--- src/hdl/pcl_pkg.sv ---
// Overview of operation
// - count rising control-pin edges, decode count into sixteen current codes
// - code 1 gives 50/100 mA, higher codes lower, code 16 gives zero
// - codes 2 to 15 each sit one decibel below the code before them
// - pin high for latch timeout applies count as code and clears count
// - pin low past off timeout shuts down, disables outputs, clears count
// - edge trains from about 15 kHz to beyond 1 MHz are accepted
// - mode chosen from battery and sink-pin voltage comparisons
// - a sink nearing dropout in 1X starts the pump in 1.5X
// - a sink nearing dropout in 1.5X moves the pump to 2X
// - after start-up, test current per sink; disable sinks not pulled low
// - over-temperature shuts the charge pump down
//
// package of constants, types and the current table for the led driver control.
// assumes one 40 MHz clock and a free-running internal 1 MHz tick.
package pcl_pkg;

  localparam int CLK_HZ = 40_000_000;
  localparam int TICK_HZ = 1_000_000;
  localparam int TICK_DIV = CLK_HZ / TICK_HZ;
  localparam int LATCH_TIMEOUT_US = 500;
  localparam int OFF_TIMEOUT_US = 500;
  localparam int SOFTSTART_US = 100;
  localparam int TEST_CURRENT_US = 10;
  localparam int SOFTSTART_TICKS = SOFTSTART_US * (TICK_HZ / 1_000_000);
  localparam int TEST_TICKS = TEST_CURRENT_US * (TICK_HZ / 1_000_000);
  localparam int TMR_W = 16;
  localparam int CODE_W = 5;
  localparam logic [CODE_W-1:0] CODE_MAX = 5'h10;
  localparam int SINKS = 4;

  localparam logic [11:0] CTRL_OFFSET = 12'h000;
  localparam logic [11:0] STATUS_OFFSET = 12'h004;
  localparam int CTRL_PUMP_ALLOW_BIT = 0;
  localparam int CTRL_RETEST_BIT = 1;
  localparam logic PUMP_ALLOW_RESET = 1'h1;
  localparam int ST_COUNT_LSB = 0;
  localparam int ST_CODE_LSB = 8;
  localparam int ST_MODE_LSB = 16;
  localparam int ST_CHAN_LSB = 20;
  localparam int ST_ON_BIT = 24;
  localparam int ST_HOT_BIT = 25;

  typedef enum logic [2:0] {
    MODE_OFF, MODE_SOFTSTART, MODE_TEST, MODE_1X, MODE_1P5X, MODE_2X
  } pcl_mode_t;

  typedef struct packed {
    logic [6:0] sink_a_double;
    logic [5:0] sink_b_single;
    logic [5:0] sink_c_single;
    logic [6:0] sink_d_double;
  } pcl_sink_ma_t;

  typedef struct packed {
    logic [SINKS-1:0] near_dropout;
    logic [SINKS-1:0] below_thr;
    logic over_temp;
  } pcl_sense_t;

  // --------------------------------------------------------------
  // single-strength sink current in mA per code
  // --------------------------------------------------------------
  // one decibel steps
  function automatic logic [5:0] pcl_level_ma(input logic [CODE_W-1:0] code);
    logic [5:0] ma;
    ma = 6'h00;
    unique case (code)
      5'h01: ma = 6'h32;
      5'h02: ma = 6'h2c;
      5'h03: ma = 6'h28;
      5'h04: ma = 6'h24;
      5'h05: ma = 6'h20;
      5'h06: ma = 6'h1c;
      5'h07: ma = 6'h19;
      5'h08: ma = 6'h16;
      5'h09: ma = 6'h14;
      5'h0a: ma = 6'h11;
      5'h0b: ma = 6'h10;
      5'h0c: ma = 6'h0e;
      5'h0d: ma = 6'h0d;
      5'h0e: ma = 6'h0b;
      5'h0f: ma = 6'h0a;
      default: ma = 6'h00;
    endcase
    return ma;
  endfunction

endpackage

--- src/hdl/pcl_pulse_rx.sv ---
// edge counter, latch timer and off timer for the pulse control pin.
// assumes pin is already synchronised and tick is a one-cycle 1 MHz enable.
`timescale 1ns/100ps
`default_nettype none
module pcl_pulse_rx
  import pcl_pkg::*;
#(
  parameter int LATCH_TICKS = LATCH_TIMEOUT_US,
  parameter int OFF_TICKS = OFF_TIMEOUT_US
) (
  input wire logic clk,
  input wire logic nrst,
  input wire logic tick,
  input wire logic pin,
  output logic [CODE_W-1:0] count,
  output logic [CODE_W-1:0] code,
  output logic enabled
);
  typedef struct packed {
    logic pin_d;
    logic [CODE_W-1:0] count;
    logic [CODE_W-1:0] code;
    logic enabled;
    logic [TMR_W-1:0] timer;
  } pcl_rx_st_t;

  pcl_rx_st_t s_ff;
  pcl_rx_st_t nxt_s;
  logic rise;
  logic latch_hit;
  logic off_hit;

  always_comb begin
    nxt_s = s_ff;
    nxt_s.pin_d = pin;
    rise = pin & ~s_ff.pin_d;
    if (pin != s_ff.pin_d) begin
      nxt_s.timer = '0;
    end else if (tick && s_ff.timer != '1) begin
      nxt_s.timer = s_ff.timer + 16'h0001;
    end
    latch_hit = pin & s_ff.pin_d & (s_ff.count != '0) & (s_ff.timer >= TMR_W'(LATCH_TICKS));
    off_hit = ~pin & ~s_ff.pin_d & s_ff.enabled & (s_ff.timer >= TMR_W'(OFF_TICKS));
    if (rise) begin
      nxt_s.enabled = 1'b1;
      if (s_ff.count < CODE_MAX) begin
        nxt_s.count = s_ff.count + 5'h01;
      end
    end
    if (latch_hit) begin
      nxt_s.code = s_ff.count;
      nxt_s.count = '0;
    end
    if (off_hit) begin
      nxt_s.enabled = 1'b0;
      nxt_s.count = '0;
      nxt_s.code = '0;
    end
  end

  always_ff @(posedge clk or negedge nrst) begin
    if (!nrst) begin
      s_ff <= '0;
    end else begin
      s_ff <= nxt_s;
    end
  end

  assign count = s_ff.count;
  assign code = s_ff.code;
  assign enabled = s_ff.enabled;
endmodule
`default_nettype wire

--- src/hdl/pcl_sync.sv ---
// two-flop synchroniser for a vector of unrelated levels.
// assumes each bit is a slow level; no bus coherence across bits.
`timescale 1ns/100ps
`default_nettype none
module pcl_sync #(
  parameter int W = 1
) (
  input wire logic clk,
  input wire logic nrst,
  input wire logic [W-1:0] din,
  output logic [W-1:0] dout
);
  typedef struct packed {
    logic [W-1:0] s1;
    logic [W-1:0] s2;
  } pcl_sync_st_t;

  pcl_sync_st_t s_ff;
  pcl_sync_st_t nxt_s;

  always_comb begin
    nxt_s.s1 = din;
    nxt_s.s2 = s_ff.s1;
  end

  always_ff @(posedge clk or negedge nrst) begin
    if (!nrst) begin
      s_ff <= '0;
    end else begin
      s_ff <= nxt_s;
    end
  end

  assign dout = s_ff.s2;
endmodule
`default_nettype wire

--- src/hdl/pcl_top.sv ---
// control logic of a flash led charge pump driver: pulse decoder,
// conversion mode selection, channel auto-disable, thermal gating, apb regs.
// assumes asynchronous pin and comparator inputs, 40 MHz CLK, apb master.
`timescale 1ns/100ps
`default_nettype none
module pcl_top
  import pcl_pkg::*;
#(
  parameter int LATCH_US = LATCH_TIMEOUT_US,
  parameter int OFF_US = OFF_TIMEOUT_US
) (
  input wire logic CLK,
  input wire logic NRST,
  input wire logic EN_SET,
  input wire pcl_sense_t SENSE,
  input wire logic PSEL,
  input wire logic PENABLE,
  input wire logic PWRITE,
  input wire logic [11:0] PADDR,
  input wire logic [31:0] PWDATA,
  output logic [31:0] PRDATA,
  output logic PREADY,
  output logic PSLVERR,
  output pcl_sink_ma_t SINK_MA,
  output logic [SINKS-1:0] CHAN_EN,
  output logic TEST_CURRENT_EN,
  output logic PUMP_RUN,
  output logic PUMP_DOUBLE,
  output logic LOAD_SWITCH_ON,
  output logic DEVICE_ON
);
  localparam int LATCH_TICKS = LATCH_US * (TICK_HZ / 1_000_000);
  localparam int OFF_TICKS = OFF_US * (TICK_HZ / 1_000_000);

  typedef struct packed {
    pcl_mode_t mode;
    logic [TMR_W-1:0] tmr;
    logic [5:0] div;
    logic [SINKS-1:0] chan_en;
    logic pump_allow;
    logic retest;
    logic pready;
    logic pslverr;
    logic [31:0] prdata;
    pcl_sink_ma_t sink;
    logic pump_run;
    logic pump_double;
    logic load_sw;
    logic test_en;
    logic dev_on;
  } pcl_top_st_t;

  pcl_top_st_t s_ff;
  pcl_top_st_t nxt_s;

  // --------------------------------------------------------------
  // synchronisers and pulse receiver
  // --------------------------------------------------------------
  logic [$bits(pcl_sense_t):0] sync_out;
  pcl_sense_t sense_s;
  logic pin_s;
  logic tick;
  logic [CODE_W-1:0] rx_count;
  logic [CODE_W-1:0] rx_code;
  logic rx_en;

  pcl_sync #(.W($bits(pcl_sense_t) + 1)) u_sync (
    .clk(CLK),
    .nrst(NRST),
    .din({SENSE, EN_SET}),
    .dout(sync_out)
  );

  assign sense_s = sync_out[$bits(pcl_sense_t):1];
  assign pin_s = sync_out[0];
  assign tick = (s_ff.div == 6'(TICK_DIV - 1));

  pcl_pulse_rx #(.LATCH_TICKS(LATCH_TICKS), .OFF_TICKS(OFF_TICKS)) u_rx (
    .clk(CLK),
    .nrst(NRST),
    .tick(tick),
    .pin(pin_s),
    .count(rx_count),
    .code(rx_code),
    .enabled(rx_en)
  );

  // --------------------------------------------------------------
  // next-state logic
  // --------------------------------------------------------------
  logic any_near;
  logic active;
  logic apb_first;
  logic apb_commit;
  logic [5:0] level;
  logic [31:0] status_word;

  always_comb begin
    nxt_s = s_ff;
    nxt_s.div = tick ? 6'h00 : s_ff.div + 6'h01;
    nxt_s.retest = 1'b0;
    any_near = |(sense_s.near_dropout & s_ff.chan_en);
    active = (s_ff.mode == MODE_1X) || (s_ff.mode == MODE_1P5X) || (s_ff.mode == MODE_2X);
    level = pcl_level_ma(rx_code);

    // apb slave: one wait state, answer on the second access cycle
    apb_first = PSEL & PENABLE & ~s_ff.pready;
    apb_commit = PSEL & PENABLE & s_ff.pready;
    status_word = '0;
    status_word[ST_COUNT_LSB +: CODE_W] = rx_count;
    status_word[ST_CODE_LSB +: CODE_W] = rx_code;
    status_word[ST_MODE_LSB +: 3] = s_ff.mode;
    status_word[ST_CHAN_LSB +: SINKS] = s_ff.chan_en;
    status_word[ST_ON_BIT] = s_ff.dev_on;
    status_word[ST_HOT_BIT] = sense_s.over_temp;
    nxt_s.pready = apb_first;
    nxt_s.pslverr = 1'b0;
    nxt_s.prdata = '0;
    if (apb_first) begin
      if (PADDR == CTRL_OFFSET) begin
        nxt_s.prdata[CTRL_PUMP_ALLOW_BIT] = s_ff.pump_allow;
      end else if (PADDR == STATUS_OFFSET) begin
        nxt_s.prdata = status_word;
      end else begin
        nxt_s.pslverr = 1'b1;
      end
    end
    if (apb_commit && PWRITE && PADDR == CTRL_OFFSET) begin
      nxt_s.pump_allow = PWDATA[CTRL_PUMP_ALLOW_BIT];
      nxt_s.retest = PWDATA[CTRL_RETEST_BIT];
    end

    // mode sequencer, timer runs on the 1 MHz tick
    if (tick && s_ff.tmr != '1) begin
      nxt_s.tmr = s_ff.tmr + 16'h0001;
    end
    unique case (s_ff.mode)
      MODE_OFF: begin
        nxt_s.tmr = '0;
        nxt_s.chan_en = '0;
        if (rx_en) begin
          nxt_s.mode = MODE_SOFTSTART;
        end
      end
      MODE_SOFTSTART: begin
        if (s_ff.tmr >= TMR_W'(SOFTSTART_TICKS)) begin
          nxt_s.mode = MODE_TEST;
          nxt_s.tmr = '0;
        end
      end
      MODE_TEST: begin
        // keep only sinks pulled below threshold
        if (s_ff.tmr >= TMR_W'(TEST_TICKS)) begin
          nxt_s.chan_en = sense_s.below_thr;
          nxt_s.mode = MODE_1X;
        end
      end
      MODE_1X: begin
        if (any_near && s_ff.pump_allow) begin
          nxt_s.mode = MODE_1P5X;
        end
      end
      MODE_1P5X: begin
        // droop in 1.5X moves to 2X
        if (!s_ff.pump_allow) begin
          nxt_s.mode = MODE_1X;
        end else if (any_near) begin
          nxt_s.mode = MODE_2X;
        end
      end
      MODE_2X: begin
        if (!s_ff.pump_allow) begin
          nxt_s.mode = MODE_1X;
        end
      end
      default: begin
        nxt_s.mode = MODE_OFF;
      end
    endcase
    if (active && s_ff.retest) begin
      nxt_s.mode = MODE_TEST;
      nxt_s.tmr = '0;
    end
    if (!rx_en) begin
      nxt_s.mode = MODE_OFF;
    end

    // registered outputs
    // sink levels from the latched code
    nxt_s.sink.sink_a_double = (active && s_ff.chan_en[0]) ? {level, 1'b0} : 7'h00;
    nxt_s.sink.sink_b_single = (active && s_ff.chan_en[1]) ? level : 6'h00;
    nxt_s.sink.sink_c_single = (active && s_ff.chan_en[2]) ? level : 6'h00;
    nxt_s.sink.sink_d_double = (active && s_ff.chan_en[3]) ? {level, 1'b0} : 7'h00;
    nxt_s.pump_run = (s_ff.mode == MODE_1P5X || s_ff.mode == MODE_2X) && !sense_s.over_temp;
    nxt_s.pump_double = (s_ff.mode == MODE_2X) && !sense_s.over_temp;
    nxt_s.load_sw = (s_ff.mode == MODE_1X);
    nxt_s.test_en = (s_ff.mode == MODE_TEST);
    nxt_s.dev_on = (s_ff.mode != MODE_OFF);
  end

  always_ff @(posedge CLK or negedge NRST) begin
    if (!NRST) begin
      s_ff <= '0;
      s_ff.mode <= MODE_OFF;
      s_ff.pump_allow <= PUMP_ALLOW_RESET;
    end else begin
      s_ff <= nxt_s;
    end
  end

  // --------------------------------------------------------------
  // outputs
  // --------------------------------------------------------------
  assign PRDATA = s_ff.prdata;
  assign PREADY = s_ff.pready;
  assign PSLVERR = s_ff.pslverr;
  assign SINK_MA = s_ff.sink;
  assign CHAN_EN = s_ff.chan_en;
  assign TEST_CURRENT_EN = s_ff.test_en;
  assign PUMP_RUN = s_ff.pump_run;
  assign PUMP_DOUBLE = s_ff.pump_double;
  assign LOAD_SWITCH_ON = s_ff.load_sw;
  assign DEVICE_ON = s_ff.dev_on;
endmodule
`default_nettype wire

--- config.mk ---
export PLATFORM = sky130hd
export DESIGN_NAME = pcl_top
export DESIGN_NICKNAME = d
export VERILOG_FILES = /design/src/hdl/pcl_pkg.sv /design/src/hdl/pcl_pulse_rx.sv /design/src/hdl/pcl_sync.sv /design/src/hdl/pcl_top.sv
export SDC_FILE = /design/constraint.sdc
export NUM_CORES = 1
export LEC_CHECK = 0
export ABC_CLOCK_PERIOD_IN_PS = 1900
export BUFFER_PORTS_ARGS = -buffer_cell sky130_fd_sc_hd__buf_2
export CAP_MARGIN = 0
export CELL_PAD_IN_SITES_DETAIL_PLACEMENT = 0
export CELL_PAD_IN_SITES_GLOBAL_PLACEMENT = 1
export CORE_AREA = 2 2 128 130
export CTS_BUF_LIST = sky130_fd_sc_hd__clkbuf_8
export CTS_CLUSTER_SIZE = 12
export DETAILED_ROUTE_END_ITERATION = 7
export DIE_AREA = 0 0 130 132
export PLACE_DENSITY_LB_ADDON = 0.1
export SLEW_MARGIN = 10
export SYNTH_ARGS = -nofsm -noshare
export SYNTH_HDL_FRONTEND = slang
export SYNTH_SLANG_ARGS = --single-unit
--- constraint.sdc ---
create_clock -name CLK -period 1.9 [get_ports CLK]
set_clock_uncertainty 0.05 [all_clocks]
set_input_delay 0.095 -clock CLK [delete_from_list [all_inputs] [get_ports CLK]]
set_output_delay 0.095 -clock CLK [all_outputs]
set_load 0.1 [all_outputs]
==> run_results.csv, run 1 <==
group,metric,value,unit
outcome,status,"finished with violations",
outcome,violations,"negative setup slack",
global_route,grt_start_max_net_pins,72,
critical_path,max_stage_delay,0.55,ns
sta,timing.final.ws_setup,-0.03658,ns
critical_path,rr_endpoint,"s_ff[79]$_DFF_PN0_",
place,place_congestion,0.7979,
drt,drt_iter0_markers,177,
critical_path,worst_ep_arrival_time,2.25,ns
sta,post-route-period-util,101.9,%
cts,clk_pin_slew_worst_paths,0.08,ns
critical_path,crit_fanout,8,
power_and_ir_drop,swShare,29.47,%
final_layout,final_cells,909,
drt,wl,12.52,mm
drt,drc_errors,0,
synthesis,ys_seq_area_share,54.78,%
critical_path,crit_slowest_cell,"or4_4",
critical_path,criticalPathCategory,"reg2reg",
critical_path,worstPathRequired,2.22,ns
synthesis,ys_ff_latch,129,
critical_path,ff2ff_setup_slack,-0.04,ns
die,core_area,15710,um^2
final_layout,area_growth,23.30,%
global_route,first_global_vias,4234,
synthesis,syn_area,5896,um^2
synthesis,syn_area_per_cell,10.47,um^2
global_route,grt_pass1_wl,21.02,mm
final_layout,diodes,0,
power_and_ir_drop,switchingPower,1.828,mW
drt,postRouteAntennaNets,0,
global_route,gr-total-overflow,0,
sta,max_clock_freq,516.4,MHz
die,num_rows,46,
drt,vias,4146,
synthesis,synth_edf_count,0,
power_and_ir_drop,p_per_area,853.5,nW/um^2
synthesis,ys_dominant_reg_cell,"dfrtp_1",
place,place_inst,856,
worst_hold_path,min_path_type,"in2reg",
sta,slew_viol_final,0,
cts,clock-sinks,129,
synthesis,synth_cells,563,
worst_hold_path,min-delay-start,"PWRITE",
place,place_area,6554,um^2
place,hpwl,8.750,mm
power_and_ir_drop,p_clk_share,37.9,%
power_and_ir_drop,p_int,4.376,mW
power_and_ir_drop,combPwrFrac,15.4,%
place,port-buffer-count,82,
job,drv_cap,0,
die,die-area,17160,um^2
global_route,antenna_found_initial,0,
drt,avgRoutedWirePerCell,13.78,um
cts,cts_root_buf,"clkbuf_8",
critical_path,reg2reg_from,"s_ff[89]$_DFF_PN0_",
sta,hold_viol_final,0,
final_layout,fin_nets,753,
sta,worst_slew_pin_slew,0.5670,ns
sta,setup_viol,1,
sta,hold_ws,0.06384,ns
global_route,grt_use_total,15.67,%
cts,cts_tree,"done",
drt,via_per_inst,4.561,
critical_path,start_kind,"flop",
power_and_ir_drop,seqPwrFrac,46.7,%
sta,rsz0062_at_grt,"yes",
die,die_h,132,um
power_and_ir_drop,power.leakage,3.485,nW
power_and_ir_drop,p_total,6.204,mW
sta,period_minus_slack,1.937,ns
cts,clockBufferDepth,2,
critical_path,rr_worst_depth,5,
worst_hold_path,min_path_cells,6,
sta,slew_headroom,61.80,%
final_layout,post-route-cell-area,7269,um^2
die,dieWidth,130,um
worst_hold_path,hold_end,"s_ff[66]$_DFFE_PN1P_",
critical_path,end_kind,"flop",
synthesis,ys_warn_count,0,
cts,cts_made_buffers,17,
die,boundaryPins,128,
synthesis,ys_types,59,
power_and_ir_drop,ir_drop,0.0003430,V
final_layout,drive_gt1_share,29.00,%
cts,cts_htree_levels,4,
synthesis,ys_async_sr_fraction,100.0,%
drt,drt_pass1_iterations,4,
cts,clk_latency,0.45,ns
critical_path,cp_cell_sequence,"or4_4 > nor4_4 > nand3_2 > a32o_4 > nor3_2",
die,start_util,37.52,%
[registers in the layout, indices dropped and copies added (netlist names), 4 cells and up]
| name | cells |
|---|---|
| s_ff | 27 |
| SINK_MA | 24 |
| PRDATA | 19 |
| u_rx.s_ff | 17 |
| u_sync.dout | 10 |
| u_sync.nxt_s | 10 |
| u_rx.code | 5 |
| u_rx.count | 5 |
| CHAN_EN | 4 |
[metal layers]
metal | track usage, % | up-vias | part of all wire (%)
li1 | - | 2059 | -
met2 | 24.84 | 65 | 49
met5 | 0 | - | 0
met1 | 20.59 | 2010 | 47
met4 | 6.033 | 0 | 1.5
met3 | 3.937 | 12 | 3.2
[how the worst max path moves through the flow]
stage,from,endpoint,slack (ns),cells after the start
3_3_place_gp,s_ff[89]$_DFF_PN0_,s_ff[79]$_DFF_PN0_,-0.03,5
2_1_floorplan,s_ff[77]$_DFF_PN0_,s_ff[91]$_DFF_PN0_,0.008,6
6_report,s_ff[89]$_DFF_PN0_,s_ff[79]$_DFF_PN0_,-0.04,5
4_1_cts,s_ff[89]$_DFF_PN0_,s_ff[79]$_DFF_PN0_,-0.05,5
3_5_place_dp,s_ff[89]$_DFF_PN0_,s_ff[79]$_DFF_PN0_,-0.05,5
5_1_grt,s_ff[87]$_DFF_PN0_,s_ff[79]$_DFF_PN0_,-0.15,5
[cells by family (layout without fill, tap and decap cells)]
family	after synthesis	count (layout)	synth area share [%]
AOI/OAI and AO/OA	56	57	6.176
xor gates and xnor gates	31	31	4.605
adders and majority gates	14	14	2.971
buffers and inverters	94	209	10.08
DFF	129	129	54.78
muxes	9	9	1.549
other	1	15	0.06361
and+or+nand+nor	229	229	19.78
[layout make-up]
type	instances	area [um^2]
Fill cell	1499	8443
Timing Repair Buffer	158	1060
Clock inverter	14	152.6
Sequential cell	129	3229
Inverter	19	71.32
Multi-Input combinational cell	355	2238
Clock buffer	18	247.7
Tap cell	216	270.3
[power by group through the flow]
stage | registers [mW] | logic (mW) | clock network, mW
2_1_floorplan | 3.07 | 0.492 | 0
3_3_place_gp | 2.94 | 0.869 | 0
3_5_place_dp | 2.95 | 0.881 | 0
4_1_cts | 2.89 | 0.959 | 2.45
5_1_grt | 2.91 | 1.05 | 2.57
6_report | 2.90 | 0.955 | 2.35
[per-stage QoR]
stage          setup slack [ns]  setup TNS, ns  utilization (%)
6_report               -0.03658       -0.03658            46.27
2_1_floorplan          0.008078              0                -
4_1_cts                -0.04935       -0.05461            45.73
3_3_place_gp           -0.02615       -0.02615            41.71
3_5_place_dp           -0.05042       -0.06282            41.71
5_1_grt                 -0.1541         -1.807            46.27
[cells in the mapped netlist, types with 4 or more instances]
library cell	number	area [um^2]
or3_1	4	25.02
o21ai_0	9	45.04
nor3_1	11	55.05
ha_1	14	175.2
dfrtp_1	128	3203
a22oi_1	8	60.06
nor2_1	78	292.8
nand4_1	10	62.56
nand2b_1	6	37.54
inv_1	19	71.32
mux2i_1	8	80.08
buf_4	62	465.5
nand2_1	34	127.6
o21ai_1	7	35.03
nand3_1	21	105.1
and3_1	6	37.54
a21oi_1	11	55.05
clkbuf_1	10	37.54
xnor2_1	21	183.9
and2_1	21	131.4
nor4_1	10	62.56
xor2_1	10	87.58
[critical path, delay by kind of cell (launching register included)]
family	cells	cell delay, ns
flip-flops	1	0.38
AND/OR/NAND/NOR	4	1.06
AO/OA/AOI/OAI	1	0.36
[layout by cell type (no fill, tap or decap), drive strengths merged, types with 7 or more instances in the layout]
cell,synthesis,final
dfrtp,128,128
nand2,34,34
and3,7,7
buf,64,139
ha,14,14
o21ai,16,16
nand4,10,10
nor4,12,12
nor3,11,11
clkbuf,11,18
conb,1,15
a21oi,11,11
a22oi,8,8
mux2i,8,8
xor2,10,10
and2,21,21
inv,19,24
nand3,21,21
dlygate4sd3,0,19
xnor2,21,21
nor2,81,81
[what timing repair did]
action | 4_1_cts | 5_1_grt
buffers inserted | 0 | 1
hold endpoints to repair | 144 | 0
gates cloned | 1 | 0
setup endpoints to repair | 6 | 28
pin swaps | 0 | 12
gates resized for setup | 6 | 14
hold buffers | 19 | 0
(Power assumes the default switching activity.)
==> run 2: changes to the inputs <==
Settings changed: CORE_AREA 2 2 128 130 to 2 2 147 113, DIE_AREA 0 0 130 132 to 0 0 149 115.
==> run 2 against run 1 <==
The run still ends with negative setup slack left. Combinational power down 2%. Global-route usage is 0.30 points higher. Design area grew 1.7%. Register-to-register slack lost 0.02 ns. Critical endpoint unchanged.
==> run_results.csv, run 2 (same netlist as run 1, synthesis figures left out) <==
group,metric,value,unit
outcome,status,"finished with violations",
outcome,violations,"negative setup slack",
drt,drt_pass1_iterations,4,
place,hpwl,8.777,mm
die,boundaryPins,128,
cts,clock-sinks,129,
die,core_area,15720,um^2
worst_hold_path,min_path_type,"in2async",
power_and_ir_drop,combPwrFrac,14.7,%
global_route,grt_use_total,15.97,%
global_route,grt_pass1_wl,21.12,mm
power_and_ir_drop,swShare,29.48,%
critical_path,start_kind,"flop",
cts,cts_htree_levels,4,
cts,clockBufferDepth,2,
cts,cts_tree,"done",
final_layout,drive_gt1_share,29.91,%
final_layout,final_cells,912,
final_layout,layout_common_cells,"dfrtp_1 (128), buf_2 (81), nor2_1 (77)",
cts,cts_made_buffers,17,
sta,slew_headroom,61.73,%
power_and_ir_drop,p_int,4.486,mW
sta,rsz0062_at_grt,"yes",
sta,timing.final.ws_setup,-0.05803,ns
critical_path,crit_fanout,8,
final_layout,fin_nets,762,
final_layout,largest_register_ffs,27,
final_layout,top_register,"s_ff",
drt,drt_iter0_markers,270,
sta,slew_viol_final,0,
critical_path,worst_ep_arrival_time,2.27,ns
critical_path,end_kind,"flop",
drt,wl,12.80,mm
sta,post-route-period-util,103.1,%
power_and_ir_drop,switchingPower,1.875,mW
power_and_ir_drop,ir_drop,0.0004548,V
cts,cts_root_buf,"clkbuf_8",
drt,via_per_inst,4.603,
final_layout,area_growth,25.40,%
global_route,antenna_found_initial,0,
global_route,gr-total-overflow,0,
power_and_ir_drop,power.leakage,3.562,nW
final_layout,fillers,1516,
sta,worst_slew_pin_slew,0.5681,ns
power_and_ir_drop,seqPwrFrac,45.6,%
power_and_ir_drop,p_clk_share,39.7,%
global_route,grt_start_max_net_pins,58,
drt,drc_errors,0,
critical_path,criticalPathCategory,"reg2reg",
place,port-buffer-count,82,
critical_path,worstPathRequired,2.21,ns
job,drv_cap,0,
drt,avgRoutedWirePerCell,14.04,um
final_layout,final_core_util,47.05,%
drt,postRouteAntennaNets,0,
die,dieWidth,149,um
final_layout,final_common_cell,"dfrtp_1",
global_route,first_global_vias,4106,
power_and_ir_drop,p_per_area,860.4,nW/um^2
cts,clk_pin_slew_worst_paths,0.08,ns
die,num_rows,40,
place,place_inst,851,
final_layout,diodes,0,
die,die_h,115,um
die,start_util,37.52,%
sta,hold_viol_final,0,
place,place_congestion,0.7585,
drt,vias,4198,
cts,clk_latency,0.44,ns
sta,period_minus_slack,1.958,ns
sta,max_clock_freq,510.7,MHz
die,die-area,17140,um^2
sta,setup_viol,6,
-- run 2: cell count changes in the layout (fill, tap and decap cells not counted), sizes merged --
| cell | delta |
|---|---|
| buf | +2 |
| bufinv | +1 |
| clkbuf | -1 |
| clkinv | -1 |
| clkinvlp | -3 |
| dlygate4sd3 | +7 |
| inv | +4 |
-- run 2: layout make-up --
type,count,area (um^2),area share [%]
inverters,19,71.32,0.9646
well taps,210,262.8,3.554
clock buffers,17,234.0,3.165
clock inverters,15,190.2,2.572
flip-flops and latches,129,3229,43.68
repair buffers,167,1141,15.43
multi-input cells,355,2265,30.63
-- run 2: final timing paths --
check | from | endpoint | slack [ns] | cells after the start
setup / recovery | s_ff[89]$_DFF_PN0_ | s_ff[79]$_DFF_PN0_ | -0.06 | 5
hold / removal | NRST | s_ff[73]$_DFF_PN0_ | 0.07 | 2
setup reg to reg | s_ff[89]$_DFF_PN0_ | s_ff[79]$_DFF_PN0_ | -0.06 | 5
hold reg to reg | u_sync.nxt_s[7]$_DFF_PN0_ | u_sync.dout[7]$_DFF_PN0_ | 0.29 | 0
max in group asynchronous | NRST | s_ff[66]$_DFFE_PN1P_ | 1.08 | 3
min in group CLK | PWRITE | s_ff[66]$_DFFE_PN1P_ | 0.10 | 6
-- run 2: timing repair --
item,CTS,global route
hold endpoints to repair,143,0
cloned,1,0
endpoints found under the setup margin,16,35
setup buffers,1,1
gates resized for setup,5,22
pin swaps,10,10
hold buffers,26,0
-- run 2: critical path: stages, from the launching register on --
cell	delay [ns]
dfrtp_1	0.38
or4_4	0.55
nor4_4	0.22
nand3_2	0.15
a32o_4	0.37
nor3_2	0.18
-- run 2: power by group through the flow --
stage	combinational, mW	clock (mW)	sequential [mW]
after global placement	0.847	0	2.96
after floorplan	0.492	0	3.07
after CTS	0.943	2.59	2.90
after detailed placement	0.852	0	2.96
after global routing	1.03	2.73	2.92
final	0.936	2.52	2.90
-- run 2: per-stage QoR --
step | setup TNS [ns] | hold WS [ns] | power [mW] | worst slack, ns | cell area (um^2)
after detailed placement | -0.2056 | -0.001368 | 3.810 | -0.09698 | 6554
after global placement | -0.07586 | -0.001274 | 3.804 | -0.06383 | 6554
final | -0.08675 | 0.06837 | 6.361 | -0.05803 | 7393
after CTS | -0.2567 | 0.04834 | 6.438 | -0.1075 | 7283
after global routing | -2.055 | 0.08361 | 6.678 | -0.1634 | 7393
after floorplan | 0 | -0.2506 | 3.558 | 0.008078 | 5948
-- run 2: metal layers --
| metal | track usage, % | vias to the layer above | share of wire (%) |
|---|---|---|---|
| met2 | 24.09 | 83 | 44 |
| met1 | 22.91 | 2019 | 50 |
| met4 | 4.571 | 0 | 0.91 |
| met3 | 4.087 | 11 | 4.4 |
| met5 | 0 | - | 0 |
| li1 | - | 2085 | - |
==> run 3: changes to the inputs <==
Settings changed: ABC_CLOCK_PERIOD_IN_PS 1900 to 2300, RECOVER_POWER set to 50.
Clock period 1.9 ns to 2.3 ns, I/O delays scaled along.
==> run 3 against run 2 <==
Core utilization fell by 3.9 points. Register-to-register slack improved by 0.23 ns. Global-route usage fell by 1.3 points. Non-clock buffer count fell by 51. Critical path type is now in2reg. Die area did not move. Sequential cell count did not move. Highest routed layer unchanged. Largest cell class unchanged. The flow finishes with violations (max-capacitance violations, max-slew violations).
==> run_results.csv, run 3 (same netlist as run 1, synthesis figures left out) <==
group,metric,value,unit
outcome,status,"finished with violations",
outcome,violations,"max-capacitance violations, max-slew violations",
sta,rsz0062_at_grt,"no",
die,num_rows,40,
drt,via_per_inst,4.614,
drt,dr_wl_met3,659,um
job,drv_cap,1,
die,die-area,17140,um^2
sta,setup_viol,0,
drt,drt_pass1_iterations,4,
final_layout,largest_register_ffs,27,
global_route,grt_use_total,14.72,%
critical_path,crit_buf_inv,4,
cts,clk_pin_slew_worst_paths,0.08,ns
die,die_h,115,um
global_route,grt_pass1_wl,19.68,mm
sta,period_minus_slack,2.211,ns
global_route,grt_start_max_net_pins,130,
critical_path,crit_family,"buffers and inverters",
global_route,first_global_vias,3827,
final_layout,drive_gt1_share,21.69,%
critical_path,end_kind,"flop",
drt,vias,3968,
power_and_ir_drop,swShare,28.91,%
drt,drc_errors,0,
final_layout,layout_common_cells,"dfrtp_1 (128), buf_2 (81), nor2_1 (78)",
cts,clockBufferDepth,2,
power_and_ir_drop,p_clk_share,37.6,%
worst_hold_path,min_path_type,"in2reg",
critical_path,crit_fanout,2,
cts,cts_htree_levels,4,
power_and_ir_drop,switchingPower,1.410,mW
worst_hold_path,min-delay-start,"PWRITE",
cts,clock-sinks,129,
sta,fin_setup_tns,0,ns
power_and_ir_drop,p_per_area,718.3,nW/um^2
cts,clk_latency,0.44,ns
drt,route.met2.wl,5.048,mm
critical_path,crit_slowest_cell,"dlygate4sd3_1",
final_layout,fin_nets,710,
power_and_ir_drop,ir_drop,0.0003828,V
die,boundaryPins,128,
final_layout,diodes,0,
sta,timing.final.ws_setup,0.08911,ns
global_route,antenna_found_initial,0,
drt,postRouteAntennaNets,0,
global_route,gr-total-overflow,0,
sta,worst_slew_pin_slew,1.711,ns
drt,avgRoutedWirePerCell,13.50,um
drt,top_layer,"met4",
sta,max_clock_freq,452.3,MHz
drt,wl,11.61,mm
power_and_ir_drop,combPwrFrac,12.0,%
critical_path,worstPathRequired,2.57,ns
critical_path,cp_common_cell,"dlygate4sd3_1",
die,dieWidth,149,um
sta,post-route-period-util,96.13,%
critical_path,max_stage_delay,0.59,ns
power_and_ir_drop,power.leakage,3.248,nW
power_and_ir_drop,seqPwrFrac,50.4,%
critical_path,reg2reg_from,"s_ff[87]$_DFF_PN0_",
place,port-buffer-count,82,
drt,drt_iter0_markers,221,
final_layout,top_register,"s_ff",
sta,hold_viol_final,0,
critical_path,start_kind,"input pin",
critical_path,cp_num_cells,7,
place,hpwl,7.999,mm
power_and_ir_drop,p_int,3.466,mW
critical_path,setup.worst_path.start,"PADDR[8]",
die,start_util,37.52,%
cts,cts_tree,"done",
place,place_ws,0.1358,ns
critical_path,worst_ep_arrival_time,2.49,ns
sta,slew_headroom,-14.05,%
final_layout,area_growth,15.13,%
worst_hold_path,min_path_cells,6,
cts,cts_made_buffers,17,
final_layout,final_common_cell,"dfrtp_1",
critical_path,criticalPathCategory,"in2reg",
place,place_congestion,0.7698,
drt,drt-met1-wl,5.799,mm
critical_path,rr_worst_depth,5,
die,core_area,15720,um^2
sta,slew_viol_final,130,
critical_path,cp_cell_sequence,"dlygate4sd3_1 > buf_2 > nor3_1 > dlygate4sd3_1 > nand3_1 > dlygate4sd3_1 > nor4_2",
cts,cts_root_buf,"clkbuf_8",
==> run 3: changes by cell type in the layout (fill, tap and decap cells not counted), sizes merged <==
cell	before	now
clkbuf	17	19
bufinv	3	2
dlygate4sd3	26	19
clkinvlp	1	4
buf	141	95
a32o	2	1
inv	28	23
clkinv	2	5
==> run 3: layer usage <==
layer / up-vias / global-route usage [%]
li1: 1967 / -
met1: 1903 / 21.39
met2: 89 / 21.23
met3: 9 / 4.643
met4: 0 / 4.063
met5: - / 0
==> run 3: final timing paths <==
kind | to | slack (ns)
setup / recovery | PRDATA[0]$_DFF_PN0_ | 0.09
hold / removal | s_ff[66]$_DFFE_PN1P_ | 0.09
setup reg to reg | s_ff[79]$_DFF_PN0_ | 0.17
hold reg to reg | u_sync.dout[8]$_DFF_PN0_ | 0.30
max in group asynchronous | u_rx.s_ff[4]$_DFFE_PN0P_ | 0.37
min in group asynchronous | PSLVERR$_DFF_PN0_ | 0.73
==> run 3: area by class of cell <==
class                      count  area (um^2)
fill                        1561         8927
clock buffer                  17        234.0
inverter                      19        71.32
timing repair buffer         116        715.7
sequential                   129         3229
clock inverter                15        143.9
tap                          210        262.8
multi-input combinational    354         2131
==> run 3: power by group through the flow <==
| stage | Clock [mW] | Combinational [mW] | Sequential (mW) |
|---|---|---|---|
| 2_1_floorplan | 0 | 0.406 | 2.53 |
| 3_3_place_gp | 0 | 0.569 | 2.50 |
| 3_5_place_dp | 0 | 0.571 | 2.51 |
| 4_1_cts | 1.90 | 0.597 | 2.46 |
| 5_1_grt | 2.03 | 0.650 | 2.48 |
| 6_report | 1.83 | 0.584 | 2.46 |
==> run 3: worst reg2reg max path, stage by stage (launching register included) <==
cell	delay [ns]
dfrtp_1	0.42
or4_4	0.55
nor4_4	0.27
nand3_1	0.12
a32o_2	0.43
nor3_1	0.22
==> run 3: stage by stage <==
step                hold WS (ns)  instances  utilization (%)  power, mW  cell area (um^2)
finish                   0.09300        860            43.19      4.876              6788
global route             0.08299        860            43.19      5.161              6788
CTS                      0.07384        859            43.18      4.956              6787
detailed placement        0.1747        808            39.57      3.078              6218
global placement          0.1738        808            39.57      3.072              6218
floorplan                -0.2306        577                -      2.939              5948
==> run 3: what timing repair did <==
action                                 4_1_cts  5_1_grt
endpoints found under the hold margin      143        0
gates resized for setup                      0        1
setup endpoints to repair                    0        6
hold buffers                                19        0
setup buffers                                0        1
